`src/verilog/ish_pkg.sv`:
```
// Package: constants and types for the stop holdoff and bus event block
//
// Overview of operation
// - Enabled holdoff delays stop ack during transfer
// - Held ack waits for current byte end
// - Idle or disabled controller acks at once
// - Holdoff disabled never delays stop entry
// - Transfer complete interrupt survives stop mode
// - Bus stop detection sets bit six flag
// - Writing one clears the bus stop flag
// - Stop flag reads one after detection
// - Start detection sets bit four flag
// - Enabled start/stop detection raises module interrupt
// - Filter absorbs glitches up to n clocks
package ish_pkg;

  // ----------------------------------------------------------------
  // Register map
  // ----------------------------------------------------------------
  localparam logic [7:0] ISH_OFS_FILTER = 8'h06; // Holdoff/filter reg
  localparam logic [7:0] ISH_OFS_IRQ_STATUS = 8'h10; // Sticky events
  localparam logic [7:0] ISH_OFS_IRQ_MASK = 8'h11; // Event mask

  // Field positions in the holdoff/filter register
  localparam int ISH_POS_HOLD = 7;
  localparam int ISH_POS_BUS_STOP_FLAG = 6;
  localparam int ISH_POS_STOP_START_IRQ_ENABLE = 5;
  localparam int ISH_POS_BUS_START_FLAG = 4;
  localparam int ISH_FLT_W = 4; // Filter width field, bits 3:0

  // Bits of the event status and mask registers
  localparam int ISH_IRQ_STOP = 0;
  localparam int ISH_IRQ_START = 1;
  localparam int ISH_IRQ_BYTE = 2;
  localparam int ISH_IRQ_ACK = 3;
  localparam int ISH_IRQ_W = 4;

  // Values after reset
  localparam logic [7:0] ISH_FILTER_RST = 8'h00;
  localparam logic [3:0] ISH_MASK_RST = 4'h0;
  localparam logic [2:0] ISH_SYNC_RST = 3'h7; // Bus idles high

  // Clock rises per byte: eight data bits plus acknowledge
  localparam logic [3:0] ISH_BITS_PER_BYTE = 4'h9;

  // ----------------------------------------------------------------
  // Types
  // ----------------------------------------------------------------
  // Bus events seen on the filtered lines, one-cycle pulses
  typedef struct packed {
    logic start;
    logic stop;
    logic scl_rise;
    logic scl_fall;
  } ish_bus_evt_type;

  // Stop-mode handshake states
  typedef enum logic [2:0] {
    ISH_IDLE = 3'b001,
    ISH_HOLD = 3'b010,
    ISH_ACKED = 3'b100
  } ish_hold_state_type;

  // State of one pin filter
  typedef struct packed {
    logic [2:0] sync;
    logic level;
    logic [3:0] cnt;
  } ish_filt_state_type;

  // State of the condition detector
  typedef struct packed {
    logic prev_scl;
    logic prev_sda;
  } ish_det_state_type;

  // State of the top module
  typedef struct packed {
    ish_hold_state_type hold;
    logic stop_holdoff_enable;
    logic stop_start_irq_enable;
    logic bus_stop_flag;
    logic bus_start_flag;
    logic [3:0] glitch_filter_width;
    logic [3:0] irq_status;
    logic [3:0] irq_mask;
    logic busy;
    logic [3:0] bit_cnt;
    logic [7:0] rdata;
    logic stop_ack;
    logic irq;
    logic module_irq;
  } ish_top_state_type;

endpackage : ish_pkg

```
`src/verilog/ish_stop_holdoff.sv`:
```
// Module: stop-mode holdoff, bus condition flags and their registers
//
// The plain strobed port was chosen for this implementation.
`timescale 1ns/1ps
module ish_stop_holdoff (
  input wire logic ref_clk,
  input wire logic reset_n,
  input wire logic clk_en,
  input wire logic [7:0] reg_addr,
  input wire logic [7:0] reg_wdata,
  input wire logic reg_wr,
  input wire logic reg_rd,
  output logic [7:0] reg_rdata,
  input wire logic scl_pin,
  input wire logic sda_pin,
  input wire logic ctrl_enable,
  input wire logic module_irq_enable,
  input wire logic stop_req,
  output logic stop_ack,
  output logic irq,
  output logic module_irq
);

  // ----------------------------------------------------------------
  // Declarations
  // ----------------------------------------------------------------
  ish_pkg::ish_top_state_type st; // All registered state
  ish_pkg::ish_top_state_type next_st; // Next state
  ish_pkg::ish_bus_evt_type evt; // Bus events this cycle
  logic scl_filt; // Filtered clock line
  logic sda_filt; // Filtered data line
  logic byte_done; // Acknowledge clock of a byte has ended
  logic wr_filter; // Write to the holdoff/filter register
  logic rd_status; // Read of the event status register
  logic [3:0] events; // New sticky events this cycle

  // Register access decode, written once and used three times
  function automatic logic hit(input logic strobe,
                               input logic [7:0] addr,
                               input logic [7:0] ofs);
    hit = strobe && (addr == ofs);
  endfunction : hit

  // ----------------------------------------------------------------
  // Line conditioning
  // ----------------------------------------------------------------
  // Both lines share one width field, as the controller does
  ish_glitch_filter #(.CNT_W(ish_pkg::ISH_FLT_W)) u_scl_filter (
    .ref_clk(ref_clk),
    .reset_n(reset_n),
    .clk_en(clk_en),
    .pin(scl_pin),
    .width(st.glitch_filter_width),
    .level(scl_filt)
  );

  ish_glitch_filter #(.CNT_W(ish_pkg::ISH_FLT_W)) u_sda_filter (
    .ref_clk(ref_clk),
    .reset_n(reset_n),
    .clk_en(clk_en),
    .pin(sda_pin),
    .width(st.glitch_filter_width),
    .level(sda_filt)
  );

  ish_cond_detect u_detect (
    .ref_clk(ref_clk),
    .reset_n(reset_n),
    .clk_en(clk_en),
    .scl(scl_filt),
    .sda(sda_filt),
    .evt(evt)
  );

  // ----------------------------------------------------------------
  // Next state
  // ----------------------------------------------------------------
  always_comb begin
    next_st = st;
    wr_filter = hit(reg_wr, reg_addr, ish_pkg::ISH_OFS_FILTER);
    rd_status = hit(reg_rd, reg_addr, ish_pkg::ISH_OFS_IRQ_STATUS);
    byte_done = evt.scl_fall && st.busy
                && (st.bit_cnt == ish_pkg::ISH_BITS_PER_BYTE);
    events = '0;

    // Transfer tracking: a start opens, a stop closes
    if (evt.start) begin
      next_st.busy = 1'b1;
      next_st.bit_cnt = '0;
    end else if (evt.stop) begin
      next_st.busy = 1'b0;
      next_st.bit_cnt = '0;
    end else if (st.busy && evt.scl_rise) begin
      // Saturate so a runaway clock cannot wrap the count
      if (st.bit_cnt != ish_pkg::ISH_BITS_PER_BYTE) begin
        next_st.bit_cnt = st.bit_cnt + 4'h1;
      end
    end else if (byte_done) begin
      next_st.bit_cnt = '0;
    end

    // Control fields of the holdoff/filter register
    if (wr_filter) begin
      next_st.stop_holdoff_enable = reg_wdata[ish_pkg::ISH_POS_HOLD];
      next_st.stop_start_irq_enable = reg_wdata[ish_pkg::ISH_POS_STOP_START_IRQ_ENABLE];
      next_st.glitch_filter_width = reg_wdata[ish_pkg::ISH_FLT_W-1:0];
    end

    // Flags: a one clears, a zero leaves alone, detection wins
    if (wr_filter && reg_wdata[ish_pkg::ISH_POS_BUS_STOP_FLAG]) begin
      next_st.bus_stop_flag = 1'b0;
    end
    if (evt.stop) begin
      next_st.bus_stop_flag = 1'b1;
    end
    if (wr_filter && reg_wdata[ish_pkg::ISH_POS_BUS_START_FLAG]) begin
      next_st.bus_start_flag = 1'b0;
    end
    if (evt.start) begin
      next_st.bus_start_flag = 1'b1;
    end

    // Stop-mode handshake
    case (st.hold)
      ish_pkg::ISH_IDLE: begin
        if (stop_req) begin
          // No gating when disabled, idle or switched off
          if (!st.stop_holdoff_enable || !ctrl_enable || !st.busy) begin
            next_st.hold = ish_pkg::ISH_ACKED;
          end else begin
            next_st.hold = ish_pkg::ISH_HOLD;
          end
        end
      end
      ish_pkg::ISH_HOLD: begin
        if (!stop_req) begin
          // Request withdrawn before the byte ended
          next_st.hold = ish_pkg::ISH_IDLE;
        end else if (byte_done || !st.busy || !ctrl_enable) begin
          next_st.hold = ish_pkg::ISH_ACKED;
        end
      end
      ish_pkg::ISH_ACKED: begin
        // Stay acknowledged until the power controller lets go
        if (!stop_req) begin
          next_st.hold = ish_pkg::ISH_IDLE;
        end
      end
      default: begin
        next_st.hold = ish_pkg::ISH_IDLE;
      end
    endcase

    // Sticky event status: read clears, new events win
    events[ish_pkg::ISH_IRQ_STOP] = evt.stop;
    events[ish_pkg::ISH_IRQ_START] = evt.start;
    events[ish_pkg::ISH_IRQ_BYTE] = byte_done;
    events[ish_pkg::ISH_IRQ_ACK] = (st.hold != ish_pkg::ISH_ACKED)
                                   && (next_st.hold == ish_pkg::ISH_ACKED);
    if (rd_status) begin
      next_st.irq_status = '0;
    end
    next_st.irq_status = next_st.irq_status | events;
    if (hit(reg_wr, reg_addr, ish_pkg::ISH_OFS_IRQ_MASK)) begin
      next_st.irq_mask = reg_wdata[ish_pkg::ISH_IRQ_W-1:0];
    end

    // Read data stand only in the cycle after the strobe
    next_st.rdata = 8'h00;
    if (reg_rd) begin
      if (reg_addr == ish_pkg::ISH_OFS_FILTER) begin
        next_st.rdata = {st.stop_holdoff_enable, st.bus_stop_flag, st.stop_start_irq_enable, st.bus_start_flag,
                         st.glitch_filter_width};
      end else if (reg_addr == ish_pkg::ISH_OFS_IRQ_STATUS) begin
        next_st.rdata = {4'h0, st.irq_status};
      end else if (reg_addr == ish_pkg::ISH_OFS_IRQ_MASK) begin
        next_st.rdata = {4'h0, st.irq_mask};
      end else begin
        // Unmapped addresses read as zero
        next_st.rdata = 8'h00;
      end
    end

    // Outputs, taken from next values so each is one flip-flop
    next_st.stop_ack = (next_st.hold == ish_pkg::ISH_ACKED);
    next_st.irq = |(next_st.irq_status & next_st.irq_mask);
    // The byte bit is sticky across a stopped clock, so a transfer
    // that completed before stop mode still interrupts on wakeup
    next_st.module_irq = module_irq_enable
      && ((next_st.stop_start_irq_enable && (next_st.bus_stop_flag || next_st.bus_start_flag))
          || next_st.irq_status[ish_pkg::ISH_IRQ_BYTE]);
  end

  // ----------------------------------------------------------------
  // State register
  // ----------------------------------------------------------------
  // Everything freezes while the clock enable is low
  always_ff @(posedge ref_clk) begin
    if (!reset_n) begin
      st <= '{hold: ish_pkg::ISH_IDLE,
              stop_holdoff_enable: ish_pkg::ISH_FILTER_RST[ish_pkg::ISH_POS_HOLD],
              stop_start_irq_enable: ish_pkg::ISH_FILTER_RST[ish_pkg::ISH_POS_STOP_START_IRQ_ENABLE],
              bus_stop_flag: ish_pkg::ISH_FILTER_RST[ish_pkg::ISH_POS_BUS_STOP_FLAG],
              bus_start_flag: ish_pkg::ISH_FILTER_RST[ish_pkg::ISH_POS_BUS_START_FLAG],
              glitch_filter_width: ish_pkg::ISH_FILTER_RST[3:0],
              irq_status: 4'h0,
              irq_mask: ish_pkg::ISH_MASK_RST,
              busy: 1'b0,
              bit_cnt: 4'h0,
              rdata: 8'h00,
              stop_ack: 1'b0,
              irq: 1'b0,
              module_irq: 1'b0};
    end else if (clk_en) begin
      st <= next_st;
    end
  end

  // ----------------------------------------------------------------
  // Outputs
  // ----------------------------------------------------------------
  assign reg_rdata = st.rdata;
  assign stop_ack = st.stop_ack;
  assign irq = st.irq;
  assign module_irq = st.module_irq;
endmodule : ish_stop_holdoff

```
`src/verilog/ish_glitch_filter.sv`:
```
// Module: pin synchroniser and programmable glitch filter for one line
`timescale 1ns/1ps
module ish_glitch_filter #(
  parameter int CNT_W = 4
) (
  input wire logic ref_clk,
  input wire logic reset_n,
  input wire logic clk_en,
  input wire logic pin,
  input wire logic [CNT_W-1:0] width,
  output logic level
);

  // ----------------------------------------------------------------
  // Parameter check
  // ----------------------------------------------------------------
  if (CNT_W != 4) begin : g_bad_width
    $error("ish_glitch_filter: counter must match the 4-bit field");
  end

  ish_pkg::ish_filt_state_type st; // Registered state
  ish_pkg::ish_filt_state_type next_st; // Next state
  logic stable; // Second and third stage agree

  // ----------------------------------------------------------------
  // Next state
  // ----------------------------------------------------------------
  // A change counts only once the last two stages agree, so the
  // metastable first stage never reaches the counter
  always_comb begin
    next_st = st;
    next_st.sync = {st.sync[1:0], pin};
    stable = (st.sync[1] == st.sync[2]);
    if (stable && st.sync[2] != st.level) begin
      // Pass once held longer than the width; zero passes at once
      if (st.cnt >= width) begin
        next_st.level = st.sync[2];
        next_st.cnt = '0;
      end else begin
        next_st.cnt = st.cnt + 4'h1;
      end
    end else begin
      // Glitch ended or no change: restart the count
      next_st.cnt = '0;
    end
  end

  // Register, frozen while the clock enable is low
  always_ff @(posedge ref_clk) begin
    if (!reset_n) begin
      st <= '{sync: ish_pkg::ISH_SYNC_RST, level: 1'b1, cnt: 4'h0};
    end else if (clk_en) begin
      st <= next_st;
    end
  end

  assign level = st.level;
endmodule : ish_glitch_filter

```
`src/verilog/ish_cond_detect.sv`:
```
// Module: start, stop and clock edge detection on the filtered lines
`timescale 1ns/1ps
module ish_cond_detect (
  input wire logic ref_clk,
  input wire logic reset_n,
  input wire logic clk_en,
  input wire logic scl,
  input wire logic sda,
  output ish_pkg::ish_bus_evt_type evt
);

  ish_pkg::ish_det_state_type st; // Previous line levels
  ish_pkg::ish_det_state_type next_st; // Next state

  // ----------------------------------------------------------------
  // Edge decode
  // ----------------------------------------------------------------
  // Data moving while the clock stays high marks a condition
  always_comb begin
    next_st.prev_scl = scl;
    next_st.prev_sda = sda;
    evt.start = st.prev_scl && scl && st.prev_sda && !sda;
    evt.stop = st.prev_scl && scl && !st.prev_sda && sda;
    evt.scl_rise = !st.prev_scl && scl;
    evt.scl_fall = st.prev_scl && !scl;
  end

  // Register, frozen while the clock enable is low
  always_ff @(posedge ref_clk) begin
    if (!reset_n) begin
      st <= '{prev_scl: 1'b1, prev_sda: 1'b1};
    end else if (clk_en) begin
      st <= next_st;
    end
  end

endmodule : ish_cond_detect

```
`config.mk`:
```
export PLATFORM = sky130hd
export DESIGN_NAME = ish_stop_holdoff
export DESIGN_NICKNAME = d
export VERILOG_FILES = /design/src/verilog/ish_pkg.sv /design/src/verilog/ish_stop_holdoff.sv /design/src/verilog/ish_glitch_filter.sv /design/src/verilog/ish_cond_detect.sv
export SDC_FILE = /design/constraint.sdc
export NUM_CORES = 1
export LEC_CHECK = 0
export BUFFER_PORTS_ARGS = -buffer_cell sky130_fd_sc_hd__clkbuf_2
export CORE_UTILIZATION = 58
export DETAILED_ROUTE_END_ITERATION = 16
export GPL_TIMING_DRIVEN = 0
export PLACE_DENSITY = 0.76
export SYNTH_ARGS = -nofsm -noshare
export SYNTH_HDL_FRONTEND = slang
export SYNTH_SLANG_ARGS = --single-unit
```
`constraint.sdc`:
```
create_clock -name ref_clk -period 2.7 [get_ports ref_clk]
set_input_delay 0.135 -clock ref_clk [delete_from_list [all_inputs] [get_ports ref_clk]]
set_output_delay 0.135 -clock ref_clk [all_outputs]
set_load 0.1 [all_outputs]
```
Word level (Yosys, flattened, before mapping)

Index checks and enable logic that the tools add are counted.

Bits in registers: 53
Output and inout bits: 11
Word-level logic and storage cells: 112

$add $sub $neg: 3
Order comparisons: 2
Equal/unequal tests: 15
Muxes and demuxes: 27
Bitwise gates (word level): 2
Reductions and logical operators: 41

Operators with widths:

| operator                                      | count |
|---|---|
| 2-to-1 mux 4 bit                              | 12 |
| logical AND 1 bit                             | 20 |
| == test 8 x 5 -> 1 bit, second input constant | 2 |
| 2-to-1 mux 8 bit                              | 2 |
| 2-to-1 mux 3 bit                              | 5 |
| adder 4 x 1 -> 4 bit, second input constant   | 3 |
| case mux 3 bit (3 select lines)               | 1 |
| AND reduction 3 bit                           | 3 |
| == test 8 x 3 -> 1 bit, second input constant | 1 |
| greater-or-equal comparator 4 bit             | 2 |
| logical NOT 1 bit                             | 7 |
| == test 3 bit, second input constant          | 2 |
| logical OR 1 bit                              | 6 |
| 2-to-1 mux 1 bit                              | 6 |
| 2-to-1 mux 5 bit                              | 1 |
| bitwise AND 4 bit                             | 1 |
| == test 4 bit, second input constant          | 1 |
| != test 4 x 3 -> 1 bit, second input constant | 1 |
| != test 4 bit, second input constant          | 1 |
| OR 4 bit                                      | 1 |
| AND reduction 2 bit                           | 2 |
| nonzero test 4 bit                            | 1 |
| OR reduction 4 bit                            | 1 |
| == test 3 x 1 -> 1 bit, second input constant | 1 |
| other kinds (5)                               | 7 |

Depth between registers and ports, before layout

Word-level depth: 14
Gate-level depth with buffers: 8
Mapped depth without buffers: 8

Modules after synthesis

A second synthesis with hierarchy kept.

Cells, all modules: 337
Area total of the unflattened synthesis: 2981.6 µm²

Modules (own cells, without submodules):

| module                           | instances | cells an instance | area each (µm²) | sequential area each (µm²) |
|---|---|---|---|---|
| ish_stop_holdoff                 | 1         | 215               | 1820.5          | 700.7 |
| ish_glitch_filter (u_scl_filter) | 1         | 56                | 523.0           | 160.2 |
| ish_glitch_filter (u_sda_filter) | 1         | 55                | 521.8           | 160.2 |
| ish_cond_detect                  | 1         | 11                | 116.4           | 40.0 |

Worst setup path before layout

OpenSTA, ideal clock, no wires.

Path kind: input to register
Start point: input port reg_addr[3]
End point: register st (netlist bit irq)
Library setup time: 0.134 ns
Arrival time: 1.783 ns
Path slack: 0.783 ns
Stages: 6
Buffers on the path: 0
Path through: nor4_2 nand3_2 or3b_4 a21oi_2 nor3_1 or4_1

Word-level cells in the longest chain between the ends: 6
Elaborated cells on any way between the ends: 9
Classes of those cells: 2 x eq/ne; 2 x mux; 2 x bitwise; 3 x reduce/logical

Ends and longest elaborated chain:

| what                   | line                    | text |
|---|---|---|
| from (decl)            | ish_stop_holdoff.sv:9   | `input wire logic [7:0] reg_addr,` |
| == test 8 x 5 -> 1 bit | ish_stop_holdoff.sv:41  | `hit = strobe && (addr == ofs);` |
| logical AND 1 bit      | ish_stop_holdoff.sv:41  |  |
| 2-to-1 mux 4 bit       | ish_stop_holdoff.sv:160 | `if (rd_status) begin` |
| OR 4 bit               | ish_stop_holdoff.sv:163 | `next_st.irq_status = next_st.irq_status \| events;` |
| bitwise AND 4 bit *    | ish_stop_holdoff.sv:186 | `next_st.irq = \|(next_st.irq_status & next_st.irq_mask);` |
| OR reduction 4 bit *   | ish_stop_holdoff.sv:186 |  |
| to (signal assigned)   | ish_stop_holdoff.sv:200 | `st <= '{hold: ish_pkg::ISH_IDLE,` |
| to (signal assigned)   | ish_stop_holdoff.sv:215 | `st <= next_st;` |
| to (decl)              | ish_stop_holdoff.sv:27  | `ish_pkg::ish_top_state_type st;` |

Every way passes the cells marked *; elsewhere a longest branch is shown, timed or not.
A chain may end at the register's enable or synchronous reset.

Worst setup path in the final report

Start point: register st[12] (netlist bit)
End point: register st (netlist bit irq)

Word-level cells in the longest chain between the ends: 12

Ends and longest elaborated chain:

| what                            | line                    | text |
|---|---|---|
| == test 4 bit *                 | ish_stop_holdoff.sv:83  | `&& (st.bit_cnt == ish_pkg::ISH_BITS_PER_BYTE);` |
| logical AND 1 bit *             | ish_stop_holdoff.sv:83  |  |
| logical OR 1 bit (2 in series)  | ish_stop_holdoff.sv:139 | `end else if (byte_done \|\| !st.busy \|\| !ctrl_enable) begin` |
| 2-to-1 mux 3 bit                | ish_stop_holdoff.sv:139 |  |
| 2-to-1 mux 3 bit                | ish_stop_holdoff.sv:136 | `if (!stop_req) begin` |
| case mux 3 bit (3 select lines) | ish_stop_holdoff.sv:124 | `case (st.hold)` |
| == test 3 bit                   | ish_stop_holdoff.sv:159 | `&& (next_st.hold == ish_pkg::ISH_ACKED);` |
| logical AND 1 bit               | ish_stop_holdoff.sv:159 |  |
| OR 4 bit *                      | ish_stop_holdoff.sv:163 |  |
| bitwise AND 4 bit *             | ish_stop_holdoff.sv:186 |  |
| OR reduction 4 bit *            | ish_stop_holdoff.sv:186 |  |

Marked as above.

==> impl.org <==
** Run status
- Status :: complete, no violations

** Global routing
- Global-route usage over all layers :: 27.0%
- Largest net degree at the start of global routing :: 15
- Total congestion overflow :: 0
- The first global-routing pass estimated approximately 11 mm of wire.
- Number of antenna violations at the first check in global routing :: 0
- The via count of the first global-routing pass is 2325.

** Die
- Die width :: between 70 and 80 um
- Starting utilization of the core area :: about three fifths
- The die covers 5290 um2.
- Die Span Y :: 72.7 um
- Cell row count :: 25
- In this run the standard cell core region covers 4750 um2.
- For this design the top-level I/O count stands at 37.

** Synth
- Of the post-synthesis cell area, the dominant cell type holds between 30% and 40%.
- Top cell type by total area after synthesis :: sky130_fd_sc_hd__dfxtp_1
- Averaged over all synthesized cells, the footprint is about 8.2 um2.
- Counting flops with an async set or reset pin after synthesis yields a share of 0%.
- Post-synth cell types :: 50
- Portion of the post-synthesis area used by sequential elements :: 36.6%
- Counting every instance in the synthesized netlist gives about 350.
- Top cell types by occurrence after synthesis :: sky130_fd_sc_hd__dfxtp_1, sky130_fd_sc_hd__nand2_1, sky130_fd_sc_hd__o21ai_0, sky130_fd_sc_hd__mux2i_1, sky130_fd_sc_hd__nand3_1
- The number of nets in the synthesized netlist is between 300 and 400.
- Most repeated cell in the gate-level netlist after synthesis :: sky130_fd_sc_hd__dfxtp_1
- Leading register cell type out of synthesis :: sky130_fd_sc_hd__dfxtp_1
- The synthesized design contains 0 enable-type register cells.
- The Yosys step of the flow raised 0 warnings.
- Main area contributors after synthesis :: sky130_fd_sc_hd__dfxtp_1, sky130_fd_sc_hd__mux2i_1, sky130_fd_sc_hd__nand2_1
- In this run the cell area of the synthesized design comes to approximately 2900 um2.
- After synthesis the netlist holds a flip-flop and latch count of 53.

** Pwr
- Power per cell area :: around 430 nW/um2
- VDD sags by at most about 0.33 mV.
- Leakage :: 1.29 nW

** Route
- Vias per cell :: around 5.8
- Routed len/inst :: about 14 um
- Detailed routing inserted a total of around 2700 vias.
- Remaining routing DRC violations :: 0
- Routed wire length :: 6.60 mm
- In this run, the number of DRC markers left after iteration 0 of detailed routing was 179.
- The first TritonRoute pass finished after 4 iterations.
- Number of routed nets with antenna violations :: 0

** Placed design
- The placed instances occupy a cell area of between 3000 and 4000 um2.
- Detailed placement finished with a half-perimeter wire length of 4.95 mm.
- Number of port buffers :: 34
- Last weighted congestion value of the routability-driven placer :: around 0.86
- Place WS :: 412 ps

** STA
- Worst Clk Skew :: 9.82 ps
- Min setup slack post-route :: 563 ps
- At the pin with the least slew margin, the transition time is between 600 and 700 ps.
- For the final routed database, the setup TNS stands at 0 ps.
- Setup violations remaining at the end of the flow were counted as 0.
- The worst pin sits at a relative slew slack of about three fifths.
- Final-report max-slew violation count :: 0
- Setup repair after global routing left no endpoint under its margin.
- Static timing analysis puts the maximum clock frequency at 468 MHz.
- Period Utilization, post-route :: around four fifths
- Endpoints failing hold :: 0
- Minimum clock period :: between 2000 and 2500 ps

** CTS
- In this run, CTS created clock tree buffers numbering 5.
- CTS root buffer :: sky130_fd_sc_hd__clkbuf_8
- TritonCTS built the clock tree.
- CTS saw 53 sinks.
- Post-cts resize count :: 0
- Count of hold buffers inserted by post-cts repair :: 0
- Clock latency on the worst-skew pair, taken at its later pin, is ~300 ps.
- Once the clock tree was built, the setup fixing pass inserted 0 buffers.
- The H-tree was split into 2 levels.
- Clock-pin slew was measured on the worst setup and hold paths at around 90 ps.
- Maximum number of buffers from clock root to sink :: 2

** Cells and area
- # diodes :: 0
- Fill cells in the final layout number slightly above 400.
- Post-route standard cell area excluding fillers :: ~3200 um2
- Relative area change from synthesis to final layout :: 11.7%
- Final-stage net count :: 432
- The post-route netlist has 14.7% of its cells at a drive strength greater than 1.

** Setup path
- Cell type group with the largest total delay on the critical path :: simple AND/OR/NAND/NOR gates
- At the worst endpoint, the required time is 2880 ps.
- Of all nets on the critical path, the largest fanout is 5.
- The number of buffers and inverters on the critical path is 1.
- The slowest stage of the critical path is the sky130_fd_sc_hd__or4_1 cell.
- Reg2Reg Setup Slack :: approximately 560 ps
- Worst EP arrival :: 2320 ps
- The critical path goes through inv_1 -> ha_1 -> nand3b_1 -> o311ai_0 -> a22o_1 -> a32oi_1 -> nor3_1 -> or4_1.
- Startpoint kind of the worst setup timing path :: register
- CP Class :: reg2reg
- The worst setup path is captured at a register.
- Max stage delay on crit path :: ~490 ps

** Worst hold path
- Type of the tightest min-delay check :: in2reg

** Job
- Across the run, the number of max-cap violations was 0.
-- through the flow --
| step | hold WS [ps] | instances | total power [mW] | utilization (%) |
|---|---|---|---|---|
| after global placement | 352 | 454 | 0.943 | 66.3 |
| after detailed placement | 366 | 454 | 0.946 | 66.3 |
| after floorplan | 263 | 353 | 0.897 | - |
| after global routing | 66.6 | 461 | 1.44 | 68.1 |
| final | 55.2 | 461 | 1.38 | 68.1 |
| after CTS | 50.0 | 461 | 1.39 | 68.1 |
-- worst min-delay path, delay by kind of cell --
kind          cells  cell delay [ps]
buf+inv           1               70
mux               1               60
simple gates      1               60
-- kinds of logic (layout without fill, tap and decap cells) --
kind of cell               count (synthesis)  count (layout)  synth area share [%]
buffers and inverters                     41              82                  6.39
AOI/OAI and AO/OA                         82              82                  18.9
DFF                                       53              53                  36.6
muxes                                     22              22                  7.60
xor gates and xnor gates                   2               2                 0.604
and+or+nand+nor                          141             141                  24.7
adders and majority gates                 12              12                  5.18
-- per-layer routing --
layer  track usage, %  share of wire (%)  vias up  wire (um)
met5                0                  0        -          0
met4             10.0                2.7        0        179
met3             4.56                5.1       17        337
met2             42.3                 43       78       2850
met1             37.3                 49     1243       3230
li1                 -                  -     1313          -
-- layout by cell type (no fill, tap or decap), drive strengths merged, types with 2 or more instances in the layout --
| cell type | netlist | final |
|---|---|---|
| mux2i | 22 | 22 |
| and2 | 7 | 7 |
| o2111ai | 2 | 2 |
| a21boi | 16 | 16 |
| o221ai | 2 | 2 |
| a21oi | 14 | 14 |
| clkbuf | 16 | 57 |
| xor2 | 2 | 2 |
| a22o | 2 | 2 |
| nand3 | 19 | 19 |
| nor2 | 16 | 16 |
| and3 | 2 | 2 |
| nand4b | 2 | 2 |
| nor3b | 3 | 3 |
| a211oi | 3 | 3 |
| nor2b | 14 | 14 |
| nor3 | 5 | 5 |
| dfxtp | 53 | 53 |
| or2 | 5 | 5 |
| a32oi | 3 | 3 |
| inv | 14 | 14 |
| o2bb2ai | 5 | 5 |
| or3 | 4 | 4 |
| o21ai | 25 | 25 |
| a211o | 2 | 2 |
| nor4 | 2 | 2 |
| nand2 | 52 | 52 |
| buf | 11 | 11 |
| ha | 12 | 12 |
| nand2b | 5 | 5 |
-- state kept, by name, indices dropped and copies added (netlist names) --
name	cells
u_scl_filter.level	1
u_sda_filter.level	1
st	24
stop_ack	1
irq	1
u_detect.st	2
u_scl_filter.st	5
u_sda_filter.st	5
u_scl_filter.next_st	2
u_sda_filter.next_st	2
module_irq	1
reg_rdata	8
-- final timing paths --
| path | from | end | cells after the start |
|---|---|---|---|
| min reg2reg | reg_rdata[6] | reg_rdata[6] | 2 |
| max | st[12] | irq | 8 |
| max reg2reg | st[12] | irq | 8 |
| min | sda_pin | u_sda_filter.next_st[6] | 3 |
-- power by group --
group / total (mW) / internal [mW] / switching (mW)
clock: 0.452 / 0.204 / 0.248
combinational: 0.130 / 0.0468 / 0.0832
sequential: 0.799 / 0.791 / 0.00829
total: 1.38 / 1.04 / 0.339
-- final cells by class --
| type | count | area, um2 | area share [%] |
|---|---|---|---|
| plain buffers | 27 | 133 | 4.09 |
| clock buffers | 7 | 86.3 | 2.67 |
| inverters | 14 | 52.6 | 1.62 |
| multi-input cells | 259 | 1650 | 51.0 |
| flip-flops and latches | 53 | 1060 | 32.8 |
| well taps | 67 | 83.8 | 2.59 |
| repair buffers | 34 | 170 | 5.25 |
Power figures use the tool's default switching activity.
